<file path="src/hw/hbc_defines.vh">
`ifndef HBC_DEFINES_VH
`define HBC_DEFINES_VH
// ==========================================================
// Register byte addresses (printed offsets are register indices)
`define HBC_IDX_OUTSEL      4'h1
`define HBC_IDX_STSCTL      4'h3
`define HBC_ADDR_OUTSEL     6'h04
`define HBC_ADDR_STSCTL     6'h0C
`define HBC_ADDR_SYSTEM_CONTROL_REG     6'h20
`define HBC_ADDR_IRQFLAG    6'h24
`define HBC_ADDR_IRQMASK    6'h28
`define HBC_ADDR_MUXCTL     6'h2C
`define HBC_ADDR_FAULTIN    6'h30
// ==========================================================
// Field positions
`define HBC_STS_RECIRC      0
`define HBC_STS_OCF_LSB     4
`define HBC_SYS_POWER_STAGE_ENABLE        0
`define HBC_SYS_VIS         1
`define HBC_SYS_SHDN_LSB    2
`define HBC_IRQ_OT          0
`define HBC_IRQ_UV          1
`define HBC_IRQ_OV          2
`define HBC_MUX_GAIN        0
`define HBC_MUX_SEL_LSB     4
// ==========================================================
// Reset values
`define HBC_RST_BYTE        8'h00
`define HBC_RST_SHDN        2'h0
`endif

</file>
<file path="src/hw/hbc_bridge_ctrl.v">
// Behaviour
// - Outputs stay off unless the global power stage enable is set.
// - Select pair decodes off, low on, high on, high PWM.
// - High and low never on together; both bits mean PWM.
// - Break-before-make: opposite gate must read off before turn-on.
// - PWM mode: high switch follows the PWM input level.
// - Recirculation bit on: low switch on while PWM high switch off.
// - Reset clears all bridge select bits.
// - Reset clears the recirculation mode bit.
// - Over-current on either switch turns both switches of its bridge off and sets bridge flag.
// - Writing one clears bridge over-current flag; zero ignored; reset clears.
// - First threshold sets over-temp flag; interrupt only when masked in.
// - Over-temp shutdown select turns stages off while flag set.
// - Over-temp flag clears by one or reset, not while hot.
// - With first shutdown off, second threshold kills all stages.
// - Voltage fault flag with inhibit clear disables bridge outputs.
// - Voltage flags clear by one or reset, not while fault present.
// - Low-side sense routed to mux; gain bit one is low resolution.
`include "hbc_defines.vh"
module hbc_bridge_ctrl #(
  parameter NUM_BRIDGES = 4
) (
  input  wire                   core_clk_i,
  input  wire                   rst_n_i,
  input  wire [5:0]             avs_address_i,
  input  wire                   avs_read_i,
  input  wire                   avs_write_i,
  input  wire [31:0]            avs_writedata_i,
  output wire [31:0]            avs_readdata_o,
  output wire                   avs_waitrequest_o,
  input  wire                   pwm_i,
  input  wire [NUM_BRIDGES-1:0] hs_oc_i,
  input  wire [NUM_BRIDGES-1:0] ls_oc_i,
  input  wire [NUM_BRIDGES-1:0] hs_gate_off_i,
  input  wire [NUM_BRIDGES-1:0] ls_gate_off_i,
  input  wire                   first_temp_threshold_i,
  input  wire                   second_temp_threshold_i,
  input  wire                   undervoltage_i,
  input  wire                   overvoltage_i,
  output wire [NUM_BRIDGES-1:0] hs_on_o,
  output wire [NUM_BRIDGES-1:0] ls_on_o,
  output wire                   all_stages_off_o,
  output wire                   sense_gain_select_o,
  output wire [3:0]             mux_select_o,
  output wire                   irq_o
);

  // ==========================================================
  // Register state
  reg [7:0]             outsel_reg;
  reg                   recirc_reg;
  reg [NUM_BRIDGES-1:0] ocf_reg;
  reg                   power_stage_enable_reg;
  reg                   vis_reg;
  reg [1:0]             shdn_sel_reg;
  reg [2:0]             irq_flag_reg;
  reg [2:0]             irq_mask_reg;
  reg                   gain_reg;
  reg [3:0]             mux_sel_reg;
  reg [31:0]            rdata_reg;
  reg                   wait_reg;
  reg [NUM_BRIDGES-1:0] hs_on_reg;
  reg [NUM_BRIDGES-1:0] ls_on_reg;
  reg                   kill_reg;
  reg                   irq_reg;

  // Writes land on the edge that completes the access, with
  // waitrequest low; reads are captured one edge earlier so the
  // data already stand when the master samples them
  wire wr_cyc = avs_write_i & ~wait_reg;
  wire rd_cyc = avs_read_i & wait_reg;

  // Write-one-to-clear test on a bus bit
  function w1c;
    input [31:0] data;
    input integer pos;
    begin
      w1c = data[pos];
    end
  endfunction

  // High switch request: plain on, or PWM mode following the input
  function dec_high;
    input hi;
    input lo;
    input pw;
    begin
      dec_high = hi & (~lo | pw);
    end
  endfunction

  // Low switch request: plain on, or PWM gap with recirculation on
  function dec_low;
    input hi;
    input lo;
    input pw;
    input rc;
    begin
      dec_low = lo & (~hi | (rc & ~pw));
    end
  endfunction

  wire wr_sts = wr_cyc & (avs_address_i == `HBC_ADDR_STSCTL);
  wire wr_irq = wr_cyc & (avs_address_i == `HBC_ADDR_IRQFLAG);

  // ==========================================================
  // Bus handshake: one wait cycle, then accept
  // Idle high, so every access sees exactly one wait state;
  // low for a single cycle so a held request is never taken twice
  // and back-to-back accesses each pay their own wait
  always @(posedge core_clk_i or negedge rst_n_i)
  begin
    if (!rst_n_i)
      wait_reg <= 1'b1;
    else if ((avs_read_i | avs_write_i) & wait_reg)
      wait_reg <= 1'b0;
    else
      wait_reg <= 1'b1;
  end

  // ==========================================================
  // Software registers: output select
  always @(posedge core_clk_i or negedge rst_n_i)
  begin
    if (!rst_n_i)
      outsel_reg <= `HBC_RST_BYTE;
    else if (wr_cyc && (avs_address_i == `HBC_ADDR_OUTSEL))
      outsel_reg <= avs_writedata_i[7:0];
  end

  // Recirculation mode bit
  always @(posedge core_clk_i or negedge rst_n_i)
  begin
    if (!rst_n_i)
      recirc_reg <= 1'b0;
    else if (wr_sts)
      recirc_reg <= avs_writedata_i[`HBC_STS_RECIRC];
  end

  // System control: enable, inhibit, over-temp shutdown select
  always @(posedge core_clk_i or negedge rst_n_i)
  begin
    if (!rst_n_i)
    begin
      power_stage_enable_reg     <= 1'b0;
      vis_reg      <= 1'b0;
      shdn_sel_reg <= `HBC_RST_SHDN;
    end
    else if (wr_cyc && (avs_address_i == `HBC_ADDR_SYSTEM_CONTROL_REG))
    begin
      power_stage_enable_reg     <= avs_writedata_i[`HBC_SYS_POWER_STAGE_ENABLE];
      vis_reg      <= avs_writedata_i[`HBC_SYS_VIS];
      shdn_sel_reg <= avs_writedata_i[`HBC_SYS_SHDN_LSB+1:`HBC_SYS_SHDN_LSB];
    end
  end

  // Interrupt mask, same layout as the flags
  always @(posedge core_clk_i or negedge rst_n_i)
  begin
    if (!rst_n_i)
      irq_mask_reg <= 3'h0;
    else if (wr_cyc && (avs_address_i == `HBC_ADDR_IRQMASK))
      irq_mask_reg <= avs_writedata_i[2:0];
  end

  // Mux control: sense gain and source select
  always @(posedge core_clk_i or negedge rst_n_i)
  begin
    if (!rst_n_i)
    begin
      gain_reg    <= 1'b0;
      mux_sel_reg <= 4'h0;
    end
    else if (wr_cyc && (avs_address_i == `HBC_ADDR_MUXCTL))
    begin
      gain_reg    <= avs_writedata_i[`HBC_MUX_GAIN];
      mux_sel_reg <= avs_writedata_i[`HBC_MUX_SEL_LSB+3:`HBC_MUX_SEL_LSB];
    end
  end

  // ==========================================================
  // Sticky fault flags, set wins over clear
  integer i;
  always @(posedge core_clk_i or negedge rst_n_i)
  begin
    if (!rst_n_i)
    begin
      ocf_reg      <= {NUM_BRIDGES{1'b0}};
      irq_flag_reg <= 3'h0;
    end
    else
    begin
      for (i = 0; i < NUM_BRIDGES; i = i + 1)
      begin
        if (hs_oc_i[i] | ls_oc_i[i])
          ocf_reg[i] <= 1'b1;
        else if (wr_sts & w1c(avs_writedata_i, `HBC_STS_OCF_LSB + i))
          ocf_reg[i] <= 1'b0;
      end
      if (first_temp_threshold_i)
        irq_flag_reg[`HBC_IRQ_OT] <= 1'b1;
      else if (wr_irq & w1c(avs_writedata_i, `HBC_IRQ_OT))
        irq_flag_reg[`HBC_IRQ_OT] <= 1'b0;
      if (undervoltage_i)
        irq_flag_reg[`HBC_IRQ_UV] <= 1'b1;
      else if (wr_irq & w1c(avs_writedata_i, `HBC_IRQ_UV))
        irq_flag_reg[`HBC_IRQ_UV] <= 1'b0;
      if (overvoltage_i)
        irq_flag_reg[`HBC_IRQ_OV] <= 1'b1;
      else if (wr_irq & w1c(avs_writedata_i, `HBC_IRQ_OV))
        irq_flag_reg[`HBC_IRQ_OV] <= 1'b0;
    end
  end

  // ==========================================================
  // Shutdown conditions
  wire ot_shdn_en = |shdn_sel_reg;
  wire ot_kill    = ot_shdn_en & irq_flag_reg[`HBC_IRQ_OT];
  wire hard_kill  = ~ot_shdn_en & second_temp_threshold_i;
  wire v_kill     = ~vis_reg & (irq_flag_reg[`HBC_IRQ_UV] | irq_flag_reg[`HBC_IRQ_OV]);

  // ==========================================================
  // Per-bridge forced-off vector; a live over-current blanks the
  // whole bridge at once, before its flag has latched
  wire                   stage_kill = ot_kill | hard_kill | v_kill;
  wire [NUM_BRIDGES-1:0] bridge_off = ocf_reg | hs_oc_i | ls_oc_i |
                                      {NUM_BRIDGES{~power_stage_enable_reg | stage_kill}};

  // ==========================================================
  // Bridge decode and gating
  reg [NUM_BRIDGES-1:0] hs_next;
  reg [NUM_BRIDGES-1:0] ls_next;
  reg                   sel_h;
  reg                   sel_l;
  integer               b;
  always @*
  begin
    hs_next = {NUM_BRIDGES{1'b0}};
    ls_next = {NUM_BRIDGES{1'b0}};
    sel_h   = 1'b0;
    sel_l   = 1'b0;
    for (b = 0; b < NUM_BRIDGES; b = b + 1)
    begin
      sel_l = outsel_reg[2*b];
      sel_h = outsel_reg[2*b+1];
      hs_next[b] = dec_high(sel_h, sel_l, pwm_i);
      ls_next[b] = dec_low(sel_h, sel_l, pwm_i, recirc_reg);
      if (bridge_off[b])
      begin
        hs_next[b] = 1'b0;
        ls_next[b] = 1'b0;
      end
      if (!ls_gate_off_i[b] || ls_on_reg[b])
        hs_next[b] = 1'b0;
      if (!hs_gate_off_i[b] || hs_on_reg[b])
        ls_next[b] = 1'b0;
    end
  end

  // ==========================================================
  // Registered gate commands
  always @(posedge core_clk_i or negedge rst_n_i)
  begin
    if (!rst_n_i)
    begin
      hs_on_reg <= {NUM_BRIDGES{1'b0}};
      ls_on_reg <= {NUM_BRIDGES{1'b0}};
    end
    else
    begin
      hs_on_reg <= hs_next;
      ls_on_reg <= ls_next;
    end
  end

  // Registered second-threshold hard kill and interrupt
  always @(posedge core_clk_i or negedge rst_n_i)
  begin
    if (!rst_n_i)
    begin
      kill_reg <= 1'b0;
      irq_reg  <= 1'b0;
    end
    else
    begin
      kill_reg <= hard_kill;
      irq_reg  <= |(irq_flag_reg & irq_mask_reg);
    end
  end

  // ==========================================================
  // Read data mux, unmapped reads zero
  // Raw temperature and voltage fault inputs are readable so software can tell
  // whether a flag clear will hold or be set again at once
  always @(posedge core_clk_i or negedge rst_n_i)
  begin
    if (!rst_n_i)
      rdata_reg <= 32'h00000000;
    else if (rd_cyc)
    begin
      case (avs_address_i)
        `HBC_ADDR_OUTSEL:  rdata_reg <= {24'h000000, outsel_reg};
        `HBC_ADDR_STSCTL:  rdata_reg <= {24'h000000, ocf_reg, 3'h0, recirc_reg};
        `HBC_ADDR_SYSTEM_CONTROL_REG:  rdata_reg <= {28'h0000000, shdn_sel_reg, vis_reg, power_stage_enable_reg};
        `HBC_ADDR_IRQFLAG: rdata_reg <= {29'h0, irq_flag_reg};
        `HBC_ADDR_IRQMASK: rdata_reg <= {29'h0, irq_mask_reg};
        `HBC_ADDR_MUXCTL:  rdata_reg <= {24'h000000, mux_sel_reg, 3'h0, gain_reg};
        `HBC_ADDR_FAULTIN: rdata_reg <= {27'h0, second_temp_threshold_i,
                                         overvoltage_i, undervoltage_i,
                                         first_temp_threshold_i, pwm_i};
        default:           rdata_reg <= 32'h00000000;
      endcase
    end
  end

  assign avs_readdata_o      = rdata_reg;
  assign avs_waitrequest_o   = wait_reg;
  assign hs_on_o             = hs_on_reg;
  assign ls_on_o             = ls_on_reg;
  assign all_stages_off_o    = kill_reg;
  assign sense_gain_select_o = gain_reg;
  assign mux_select_o        = mux_sel_reg;
  assign irq_o               = irq_reg;

endmodule // hbc_bridge_ctrl

</file>
<file path="config.mk">
export PLATFORM = sky130hd
export DESIGN_NAME = hbc_bridge_ctrl
export DESIGN_NICKNAME = d
export VERILOG_FILES = /design/src/hw/hbc_bridge_ctrl.v
export VERILOG_INCLUDE_DIRS = /design/src /design/src/hw
export SDC_FILE = /design/constraint.sdc
export NUM_CORES = 1
export LEC_CHECK = 0
export BUFFER_PORTS_ARGS = -buffer_cell sky130_fd_sc_hd__buf_2
export CAP_MARGIN = 20
export CORE_ASPECT_RATIO = 0.7
export CORE_MARGIN = 2
export CORE_UTILIZATION = 27
export CTS_BUF_LIST = sky130_fd_sc_hd__clkbuf_16
export DETAILED_ROUTE_END_ITERATION = 10
export GPL_TIMING_DRIVEN = 0
export PLACE_DENSITY = 0.55
export SLEW_MARGIN = 5
export SYNTH_ARGS = -nofsm -noshare
export SYNTH_HDL_FRONTEND = slang
export SYNTH_SLANG_ARGS = --single-unit
</file>
<file path="constraint.sdc">
create_clock -name core_clk_i -period 5.26 [get_ports core_clk_i]
set_input_delay 0.526 -clock core_clk_i [delete_from_list [all_inputs] [get_ports core_clk_i]]
set_output_delay 0.526 -clock core_clk_i [all_outputs]
set_load 0.02 [all_outputs]
</file>
==> results.md, run 1 <==
* Run status: finished, final reports clean
* Gr usage total at 0.140
* Most common cell after layout, fill and taps aside: buf_2
* Row count at 28
* Max-capacitance violation count at 0
* Post-cts sizing count at 0
* # placed instances at 415
* R2R cell count at 5
* DRT iter0 DRCs at 101
* Share of the synthesized area in the top cell type at 0.478
* Most frequent cells in the layout: 64 x buf_2, 46 x dfrtp_1, 24 x buf_4, 24 x conb_1, 21 x mux2_2
* Max Clock Freq at 502 MHz
* # hold bufs at CTS at 0
* Cell Area, Synth at 2410 µm²
* Count of cell types in the netlist at 40
* # H-tree levels at 2
* CTS tree: done
* Die Width at 117 µm
* Worst path required time at 5.43 ns
* Clock skew at 0.00421 ns
* Setup TNS after final layout at 0 ns
* Vias in the first global route at 1891
* Critical Path, Cell by Cell: buf_2, nor4_2, nand2_1, or3_1, buf_2, mux2_2
* FF+latch count, synth at 47
* CP Launch Type: input port
* Post-DRT Antenna Nets at 0
* Period minus WS final at 1.99 ns
* Drt first pass iters at 6
* Worst slew pin tran at 0.645 ns
* Vias at 1900
* Critical R2R Launch: avs_waitrequest_o$_DFF_PN1_
* Met2 usage at 0.195
* Crit path top cell by count: buf_2
* Synth Instances at 211
* Avg Cell Area, Syn at 11.4 µm²
* Hold crit path type: in -> async
* Antenna violations before repair at 0
* GR Util met1 at 0.213
* Final non-filler cell total at 423
* Synth Flop Type: dfrtp_1
* Filler cells at 893
* Final #Nets at 366
* Post-synthesis mux area share at 0.137
* Worst vdd ir at 0.102 mV
* Unrepaired setup endpoints after global routing: no
* Post-Synth XOR/XNOR Area at 0
* Io pins at 111
* Share of cells above drive strength 1 at 0.413
* Die Ht at 83.0 µm
* Starting Density at 0.281
* Worst EP arrival at 2.16 ns
* Synth Area in Adders at 0
* Met3 Usage GRT at 0.0292
* Area leader, netlist: dfrtp_1
* Reg clk slew, reported paths at 0.06 ns
* Gr ovfl total at 0
* Global-route wire length before repair at 10400 µm
* Internal reg-to-reg setup slack at 3.30 ns
* Routed wire length at 6380 µm
* Synth warnings at 0
* Hpwl dp at 4920 µm
* Synth async-reset ratio at 1.00
* Busiest grt layer: met1
* Area contributors post-synth: dfrtp_1 48%, mux2_2 9.8%, buf_4 7.5%
* Avg WL per Cell at 15.1 µm
* Area Overhead vs Synth at 30.1%
* Endpoint class of the critical path: flop
* Worst Path Class, Setup: in -> reg
* GP Congestion at 0.813
* CP Max Fanout at 8
* End of the worst register-to-register path: avs_readdata_o[3]$_DFFE_PN0P_
* Largest family of logic cells by synthesized area: simple AND/OR/NAND/NOR gates
* CP endpoint: outsel_reg[2]$_DFFE_PN0P_
* Synth Area in Simple Gates at 0.177
* Slew HR at 0.564
* Postcts setup bufs at 0
* Clock sinks at 47
* Final number of max-transition violations at 0
* Sequential area share after synthesis at 0.489
* # diodes at 0
* Core area at 8550 µm²
* Clk Latency, worst-skew pair at 0.29 ns
* Post-synthesis compound-gate area fraction at 0.103
* Final Hold Fails at 0
* Pwr/cell area at 278 nW/µm²
* CTS root buf: clkbuf_16
* Number of setup violations in the final report at 0
* TritonCTS buffer count at 5
* CP max-delay cell: nor4_2
* IO Port Bufs at 61
* DR vias/cell at 4.49
* Post-synth EDFFs at 0
* Die area at 9690 µm²
* CP max stage delay at 0.43 ns
* DRC at 0
* Crit path launch: avs_address_i[1]
* Final core utilization at 0.366
* Static Leak at 0.00149 µW
* Period utilization at 0.379
* Clk buf depth at 2
* Pin count of the biggest net entering global routing at 48
==> worst min-delay path by stage <==
stage	cells after the start	startpoint	to	slack, ns
detailed placement	2	avs_readdata_o[5]$_DFFE_PN0P_	avs_readdata_o[5]$_DFFE_PN0P_	0.47
floorplan	0	rst_n_i	all_stages_off_o$_DFF_PN0_	0.23
global route	1	rst_n_i	hs_on_o[0]$_DFF_PN0_	0.11
finish	1	rst_n_i	hs_on_o[0]$_DFF_PN0_	0.10
CTS	2	avs_read_i	avs_waitrequest_o$_DFF_PN1_	0.41
global placement	2	avs_readdata_o[7]$_DFFE_PN0P_	avs_readdata_o[7]$_DFFE_PN0P_	0.46
==> routing by layer <==
layer / wire [µm] / vias to the layer above
met5: 0 / -
met1: 3140 / 910
li1: - / 914
met4: 92 / 0
met3: 452 / 8
met2: 2700 / 68
==> cells in the mapped netlist (all sizes together), types with 5 or more instances <==
cell type,instances
nand2,20
nand4b,5
or4,5
buf,27
inv,5
mux2i,7
dfrtp,46
mux2,21
nor2,8
nand3b,6
o21ai,10
nand2b,6
==> worst max-delay path, delay by kind of cell <==
family,cells,cell delay [ns]
buf+inv,2,0.32
mux,1,0.29
simple gates,3,1.02
==> final cells by class <==
cell class	count	area, µm²	area share
buffer	29	203	0.0647
multi-input combinational	153	1090	0.349
clock inverter	2	37.5	0.0120
timing repair buffer	62	325	0.104
sequential	47	1180	0.376
clock buffer	5	125	0.0400
tap	120	150	0.0480
inverter	5	18.8	0.00600
==> power by group <==
| part | total (µW) | internal (µW) | switching [µW] |
|---|---|---|---|
| clock network | 353 | 221 | 132 |
| registers | 395 | 379 | 15.6 |
| logic | 122 | 52.6 | 69.5 |
==> metrics by stage <==
stage          setup WS [ns]  cell area, µm²  total power, µW  hold WS [ns]
5_1_grt                 3.16            3130              913         0.113
3_3_place_gp            3.03            2950              520         0.462
3_5_place_dp            3.04            2950              522         0.467
4_1_cts                 3.31            3110              877         0.405
6_report                3.27            3130              870         0.103
2_1_floorplan           3.35            2490              473         0.230
==> cells by family (layout without fill, tap and decap cells) <==
group | Yosys count | count (layout)
and+or+nand+nor | 66 | 66
muxes | 29 | 29
DFF | 47 | 47
AOI/OAI and AO/OA | 34 | 34
buffers and inverters | 34 | 103
other | 1 | 24
Power figures use the tool's default switching activity.
==> run 2: changes to the inputs <==
==> constraint.sdc (replaced) <==
create_clock -name core_clk_i -period 2 [get_ports core_clk_i]
set_input_delay 0.2 -clock core_clk_i [delete_from_list [all_inputs] [get_ports core_clk_i]]
set_output_delay 0.2 -clock core_clk_i [all_outputs]
set_load 0.02 [all_outputs]
==> results.md, run 2 (same netlist as run 1, synthesis figures left out) <==
* Area Overhead vs Synth at 30.6%
* Period minus WS final at 1.83 ns
* Die area at 9690 µm² (unchanged)
* Starting Density at 0.281 (unchanged)
* Gr usage total at 0.140 (unchanged)
* Post-DRT Antenna Nets at 0 (unchanged)
* Max Clock Freq at 546 MHz
* Reg clk slew, reported paths at 0.06 ns (about the same)
* Hold crit path type: in -> reg
* Gr ovfl total at 0 (unchanged)
* Io pins at 111 (unchanged)
* CTS root buf: clkbuf_16
* Clock sinks at 47 (unchanged)
* Worst path required time at 2.21 ns (-3.22 ns)
* Worst vdd ir at 0.269 mV (+160%)
* Share of cells above drive strength 1 at 0.414 (+0.00193)
* # diodes at 0 (unchanged)
* Die Width at 117 µm (unchanged)
* Max-capacitance violation count at 0 (unchanged)
* Drt first pass iters at 6 (unchanged)
* Die Ht at 83.0 µm (unchanged)
* Most common cell after layout, fill and taps aside: buf_2
* Clock skew at 0.00321 ns (-0.00100 ns)
* DR vias/cell at 4.49 (about the same)
* Number of setup violations in the final report at 0 (unchanged)
* Setup TNS after final layout at 0 ns (unchanged)
* Global-route wire length before repair at 10400 µm (unchanged)
* Clk buf depth at 2 (unchanged)
* Endpoint class of the critical path: flop
* Final number of max-transition violations at 0 (unchanged)
* GP Congestion at 0.813 (unchanged)
* Core area at 8550 µm² (unchanged)
* CTS tree: done
* Vias in the first global route at 1891 (unchanged)
* Pin count of the biggest net entering global routing at 48 (unchanged)
* Antenna violations before repair at 0 (unchanged)
* Final Hold Fails at 0 (unchanged)
* DRT iter0 DRCs at 84 (-17%)
* CP Launch Type: flop
* Avg WL per Cell at 15.1 µm (about the same)
* Period utilization at 0.916
* Most frequent cells in the layout: 64 x buf_2, 46 x dfrtp_1, 24 x buf_4, 24 x conb_1, 21 x mux2_2
* Row count at 28 (unchanged)
* Final non-filler cell total at 424 (+0.24%)
* Pwr/cell area at 730 nW/µm² (+160%)
* Worst EP arrival at 2.04 ns (-0.12 ns)
* TritonCTS buffer count at 5 (unchanged)
* IO Port Bufs at 61 (unchanged)
* Routed wire length at 6390 µm (+0.14%)
* Static Leak at 0.00150 µW (+0.30%)
* # H-tree levels at 2 (unchanged)
* Unrepaired setup endpoints after global routing: no
* Final #Nets at 367 (+0.27%)
* Hpwl dp at 4920 µm (unchanged)
* Worst Path Class, Setup: reg -> reg
* Run status: finished, final reports clean
* Worst slew pin tran at 0.644 ns (-0.00136 ns)
* # placed instances at 415 (unchanged)
* CP Max Fanout at 10 (+2)
* Filler cells at 894 (+0.11%)
* Clk Latency, worst-skew pair at 0.29 ns (about the same)
* Vias at 1904 (+0.21%)
* Slew HR at 0.565 (+0.000920)
* DRC at 0 (unchanged)
## run 2: layout make-up
type / instances / area [µm²] / share of cell area
Sequential cell: 47 / 1180 / 0.375
Multi-Input combinational cell: 153 / 1100 / 0.349
Timing Repair Buffer: 63 / 335 / 0.107
Buffer: 29 / 203 / 0.0645
Tap cell: 120 / 150 / 0.0478
Clock buffer: 5 / 125 / 0.0398
Clock inverter: 2 / 37.5 / 0.0119
Inverter: 5 / 18.8 / 0.00597
## run 2: per-layer routing
metal  GRT usage  vias up  part of all wire
met1       0.213      918              0.50
met2       0.195       62              0.42
li1            -      916                 -
met3      0.0292        8             0.064
met5           0        -                 0
met4      0.0481        0             0.014
## run 2: worst paths after layout
| path | from | to | slack [ns] | depth (start not counted) |
|---|---|---|---|---|
| worst max register to register | avs_waitrequest_o$_DFF_PN1_ | avs_readdata_o[3]$_DFFE_PN0P_ | 0.17 | 5 |
| min in group asynchronous | rst_n_i | hs_on_o[0]$_DFF_PN0_ | 0.31 | 2 |
| max in group asynchronous | rst_n_i | avs_waitrequest_o$_DFF_PN1_ | 1.14 | 3 |
| worst min-delay path | avs_read_i | avs_waitrequest_o$_DFF_PN1_ | 0.09 | 2 |
| worst min register to register | avs_readdata_o[5]$_DFFE_PN0P_ | avs_readdata_o[5]$_DFFE_PN0P_ | 0.47 | 2 |
| worst max-delay path | avs_waitrequest_o$_DFF_PN1_ | avs_readdata_o[3]$_DFFE_PN0P_ | 0.17 | 5 |
## run 2: timing repair
item / in CTS / in global routing
hold buffers: 0 / 1
endpoints found under the setup margin: 0 / 2
endpoints found under the hold margin: 0 / 9
buffers inserted: 0 / 0
resized for setup: 0 / 1
## run 2: through the flow
stage	total power, µW	util	instance area, µm²	hold WS (ns)	worst slack, ns
2_1_floorplan	1240	-	2490	-0.0956	0.237
3_3_place_gp	1370	0.345	2950	0.376	0.0795
3_5_place_dp	1370	0.345	2950	0.380	0.0659
4_1_cts	2310	0.364	3110	0.0791	0.0458
5_1_grt	2410	0.368	3140	0.0936	0.0263
6_report	2290	0.368	3140	0.0865	0.168
## run 2: report_power, final
part	switching, µW	total [µW]	leakage (µW)	internal (µW)
clock network	349	931	0.0000759	582
registers	41.6	1040	0.000607	998
logic	183	323	0.000813	140
total	574	2290	0.00150	1720
## run 2: critical path: stages (launching register included)
cell	delay (ns)
dfstp_2	0.54
nand2_2	0.13
nand4bb_1	0.22
clkbuf_1	0.22
or4_1	0.53
o211ai_1	0.11
==> run 3: changes to the inputs <==
--- a/config.mk
+++ b/config.mk
@@ -15,6 +15,7 @@
 export DETAILED_ROUTE_END_ITERATION = 10
 export GPL_TIMING_DRIVEN = 0
 export PLACE_DENSITY = 0.55
+export REMOVE_ABC_BUFFERS = 1
 export SLEW_MARGIN = 5
 export SYNTH_ARGS = -nofsm -noshare
 export SYNTH_HDL_FRONTEND = slang
==> results.md, run 3 (same netlist as run 1, synthesis figures left out) <==
* Run status: finished, final reports clean
* Setup TNS after final layout at 0 ns (unchanged)
* CP endpoint: ocf_reg[0]$_DFFE_PN0P_
* CTS root buf: clkbuf_16
* Routed wire length at 6180 µm (-3.3%)
* DRT iter0 DRCs at 68 (-19%)
* Gr ovfl total at 0 (unchanged)
* CP Max Fanout at 5 (-5)
* CTS tree: done
* # diodes at 0 (unchanged)
* End of the worst register-to-register path: ocf_reg[0]$_DFFE_PN0P_
* Drt first pass iters at 5 (-1)
* Worst vdd ir at 0.339 mV (+26%)
* Vias in the first global route at 1750 (-7.5%)
* TritonCTS buffer count at 5 (unchanged)
* Max-capacitance violation count at 0 (unchanged)
* Most frequent cells in the layout: 62 x buf_2, 46 x dfrtp_1, 24 x conb_1, 21 x mux2_2, 20 x nand2_1
* Die Width at 117 µm (unchanged)
* Vias at 1833 (-3.7%)
* Number of setup violations in the final report at 0 (unchanged)
* Reg power frac at 0.456 (+0.003)
* Worst path required time at 2.18 ns (-0.03 ns)
* Avg WL per Cell at 15.6 µm (+3.3%)
* Starting Density at 0.281 (unchanged)
* Critical Path, Cell by Cell: nand2b_1, nor4b_2, nand2_1, a211o_1
* Final core utilization at 0.347 (-0.0209)
* Final number of max-transition violations at 0 (unchanged)
* CP Launch Type: flop
* Post-route cell area at 2960 µm² (-5.7%)
* Sw Share at 0.255 (+0.00471)
* Clock skew at 0.00938 ns (+0.00617 ns)
* Final Hold Fails at 0 (unchanged)
* Area Overhead vs Synth at 23.2%
* Antenna violations before repair at 0 (unchanged)
* Footprint of the multi-input gates at 1110 µm² (+1.3%)
* Die area at 9690 µm² (unchanged)
* Hold crit path type: in -> reg
* Buffers & Inverters on Critical Path at 0 (-1)
* Cell Int Power at 1700 µW (-1.4%)
* Worst EP arrival at 2.02 ns (-0.02 ns)
* Critical path's top delay family: simple AND/OR/NAND/NOR gates
* Most common cell after layout, fill and taps aside: buf_2
* Clock sinks at 47 (unchanged)
* Hpwl dp at 4760 µm (-3.3%)
* IO Port Bufs at 62 (+1.6%)
* Worst slew pin tran at 0.660 ns (+0.0162 ns)
* Period utilization at 0.920 (+0.00375)
* Internal reg-to-reg setup slack at 0.16 ns (about the same)
* Share of cells above drive strength 1 at 0.361 (-0.0535)
* CP max-delay cell: nor4b_2
* Io pins at 111 (unchanged)
* Die Ht at 83.0 µm (unchanged)
* DRC at 0 (unchanged)
* Filler cells at 896 (+0.22%)
* Final #Nets at 339 (-7.6%)
* R2R cell count at 4 (-1)
* Period minus WS final at 1.84 ns (+0.00751 ns)
* # H-tree levels at 2 (unchanged)
* Clk buf depth at 2 (unchanged)
* Worst Path Class, Setup: reg -> reg
* Pwr/cell area at 768 nW/µm² (+5.3%)
* Gr usage total at 0.130 (-0.0100)
* Postcts setup bufs at 0 (unchanged)
* Slew HR at 0.559 (-0.00592)
* Crit path launch: avs_waitrequest_o$_DFF_PN1_
* DR vias/cell at 4.62 (+2.8%)
* CP max stage delay at 0.63 ns (+0.09 ns)
* Core area at 8550 µm² (unchanged)
* Unrepaired setup endpoints after global routing: no
* Row count at 28 (unchanged)
* Static Leak at 0.00136 µW (-8.8%)
* Post-DRT Antenna Nets at 0 (unchanged)
* Clk Latency, worst-skew pair at 0.29 ns (about the same)
* Global-route wire length before repair at 9570 µm (-8.4%)
* GP Congestion at 0.848 (+4.4%)
* Comb pwr share at 0.126 (-0.015)
* Final hold slack at 0.0821 ns (-0.00446 ns)
* Sw power at 581 µW (+1.1%)
* Pwr Total at 2280 µW (-0.73%)
* Endpoint class of the critical path: flop
* Area after DPL at 2750 µm² (-6.7%)
* Pin count of the biggest net entering global routing at 48 (unchanged)
* Reg area at 1180 µm² (unchanged)
* Clock power share at 0.419 (+0.013)
* Critical path depth at 4 (-1)
* Reg clk slew, reported paths at 0.07 ns (about the same)
* Max Clock Freq at 544 MHz (-0.41%)
* Critical R2R Launch: avs_waitrequest_o$_DFF_PN1_
-- run 3: how the worst min path moves through the flow --
stage,to,slack (ns),startpoint,cells after the start
finish,avs_waitrequest_o$_DFF_PN1_,0.08,avs_read_i,2
global route,avs_waitrequest_o$_DFF_PN1_,0.1,avs_read_i,2
CTS,avs_waitrequest_o$_DFF_PN1_,0.09,avs_read_i,2
detailed placement,avs_waitrequest_o$_DFF_PN1_,0.39,avs_read_i,2
global placement,avs_waitrequest_o$_DFF_PN1_,0.38,avs_read_i,2
floorplan,all_stages_off_o$_DFF_PN0_,-0.1,rst_n_i,0
-- run 3: worst register-to-register path, stage by stage, from the launching register on --
cell and delay, ns:
dfstp_2 0.38, nand2b_1 0.27, nor4b_2 0.63, nand2_1 0.14, a211o_1 0.31
-- run 3: stage by stage --
stage          setup slack (ns)  instances
2_1_floorplan             0.209        205
3_3_place_gp             0.0129        387
3_5_place_dp             0.0263        387
6_report                  0.161        397
5_1_grt                  0.0446        397
4_1_cts                  0.0775        395
-- run 3: timing repair --
item / in CTS / in global routing
endpoints found under the setup margin: 1 / 1
hold buffers: 0 / 1
cloned: 0 / 0
hold endpoints to repair: 0 / 18
resized for setup: 1 / 1
-- run 3: routing by layer --
layer | vias to the layer above | wire length [µm] | global-route usage
li1 | 859 | - | -
met1 | 903 | 3140 | 0.200
met2 | 63 | 2560 | 0.176
met3 | 8 | 395 | 0.0328
met4 | 0 | 88 | 0.0449
met5 | - | 0 | 0
-- run 3: power groups by stage --
stage	Clock (µW)	Sequential [µW]	Combinational [µW]
after floorplan	0	1060	134
after global placement	0	1050	277
after detailed placement	0	1060	279
after CTS	966	1040	281
after global routing	1020	1040	314
final	953	1040	287
-- run 3: area by class of cell --
type                       count  area share
tap                          120      0.0507
multi-input combinational    153       0.374
clock buffer                   5      0.0422
clock inverter                 3      0.0144
timing repair buffer          64       0.115
inverter                       5     0.00633
sequential                    47       0.397
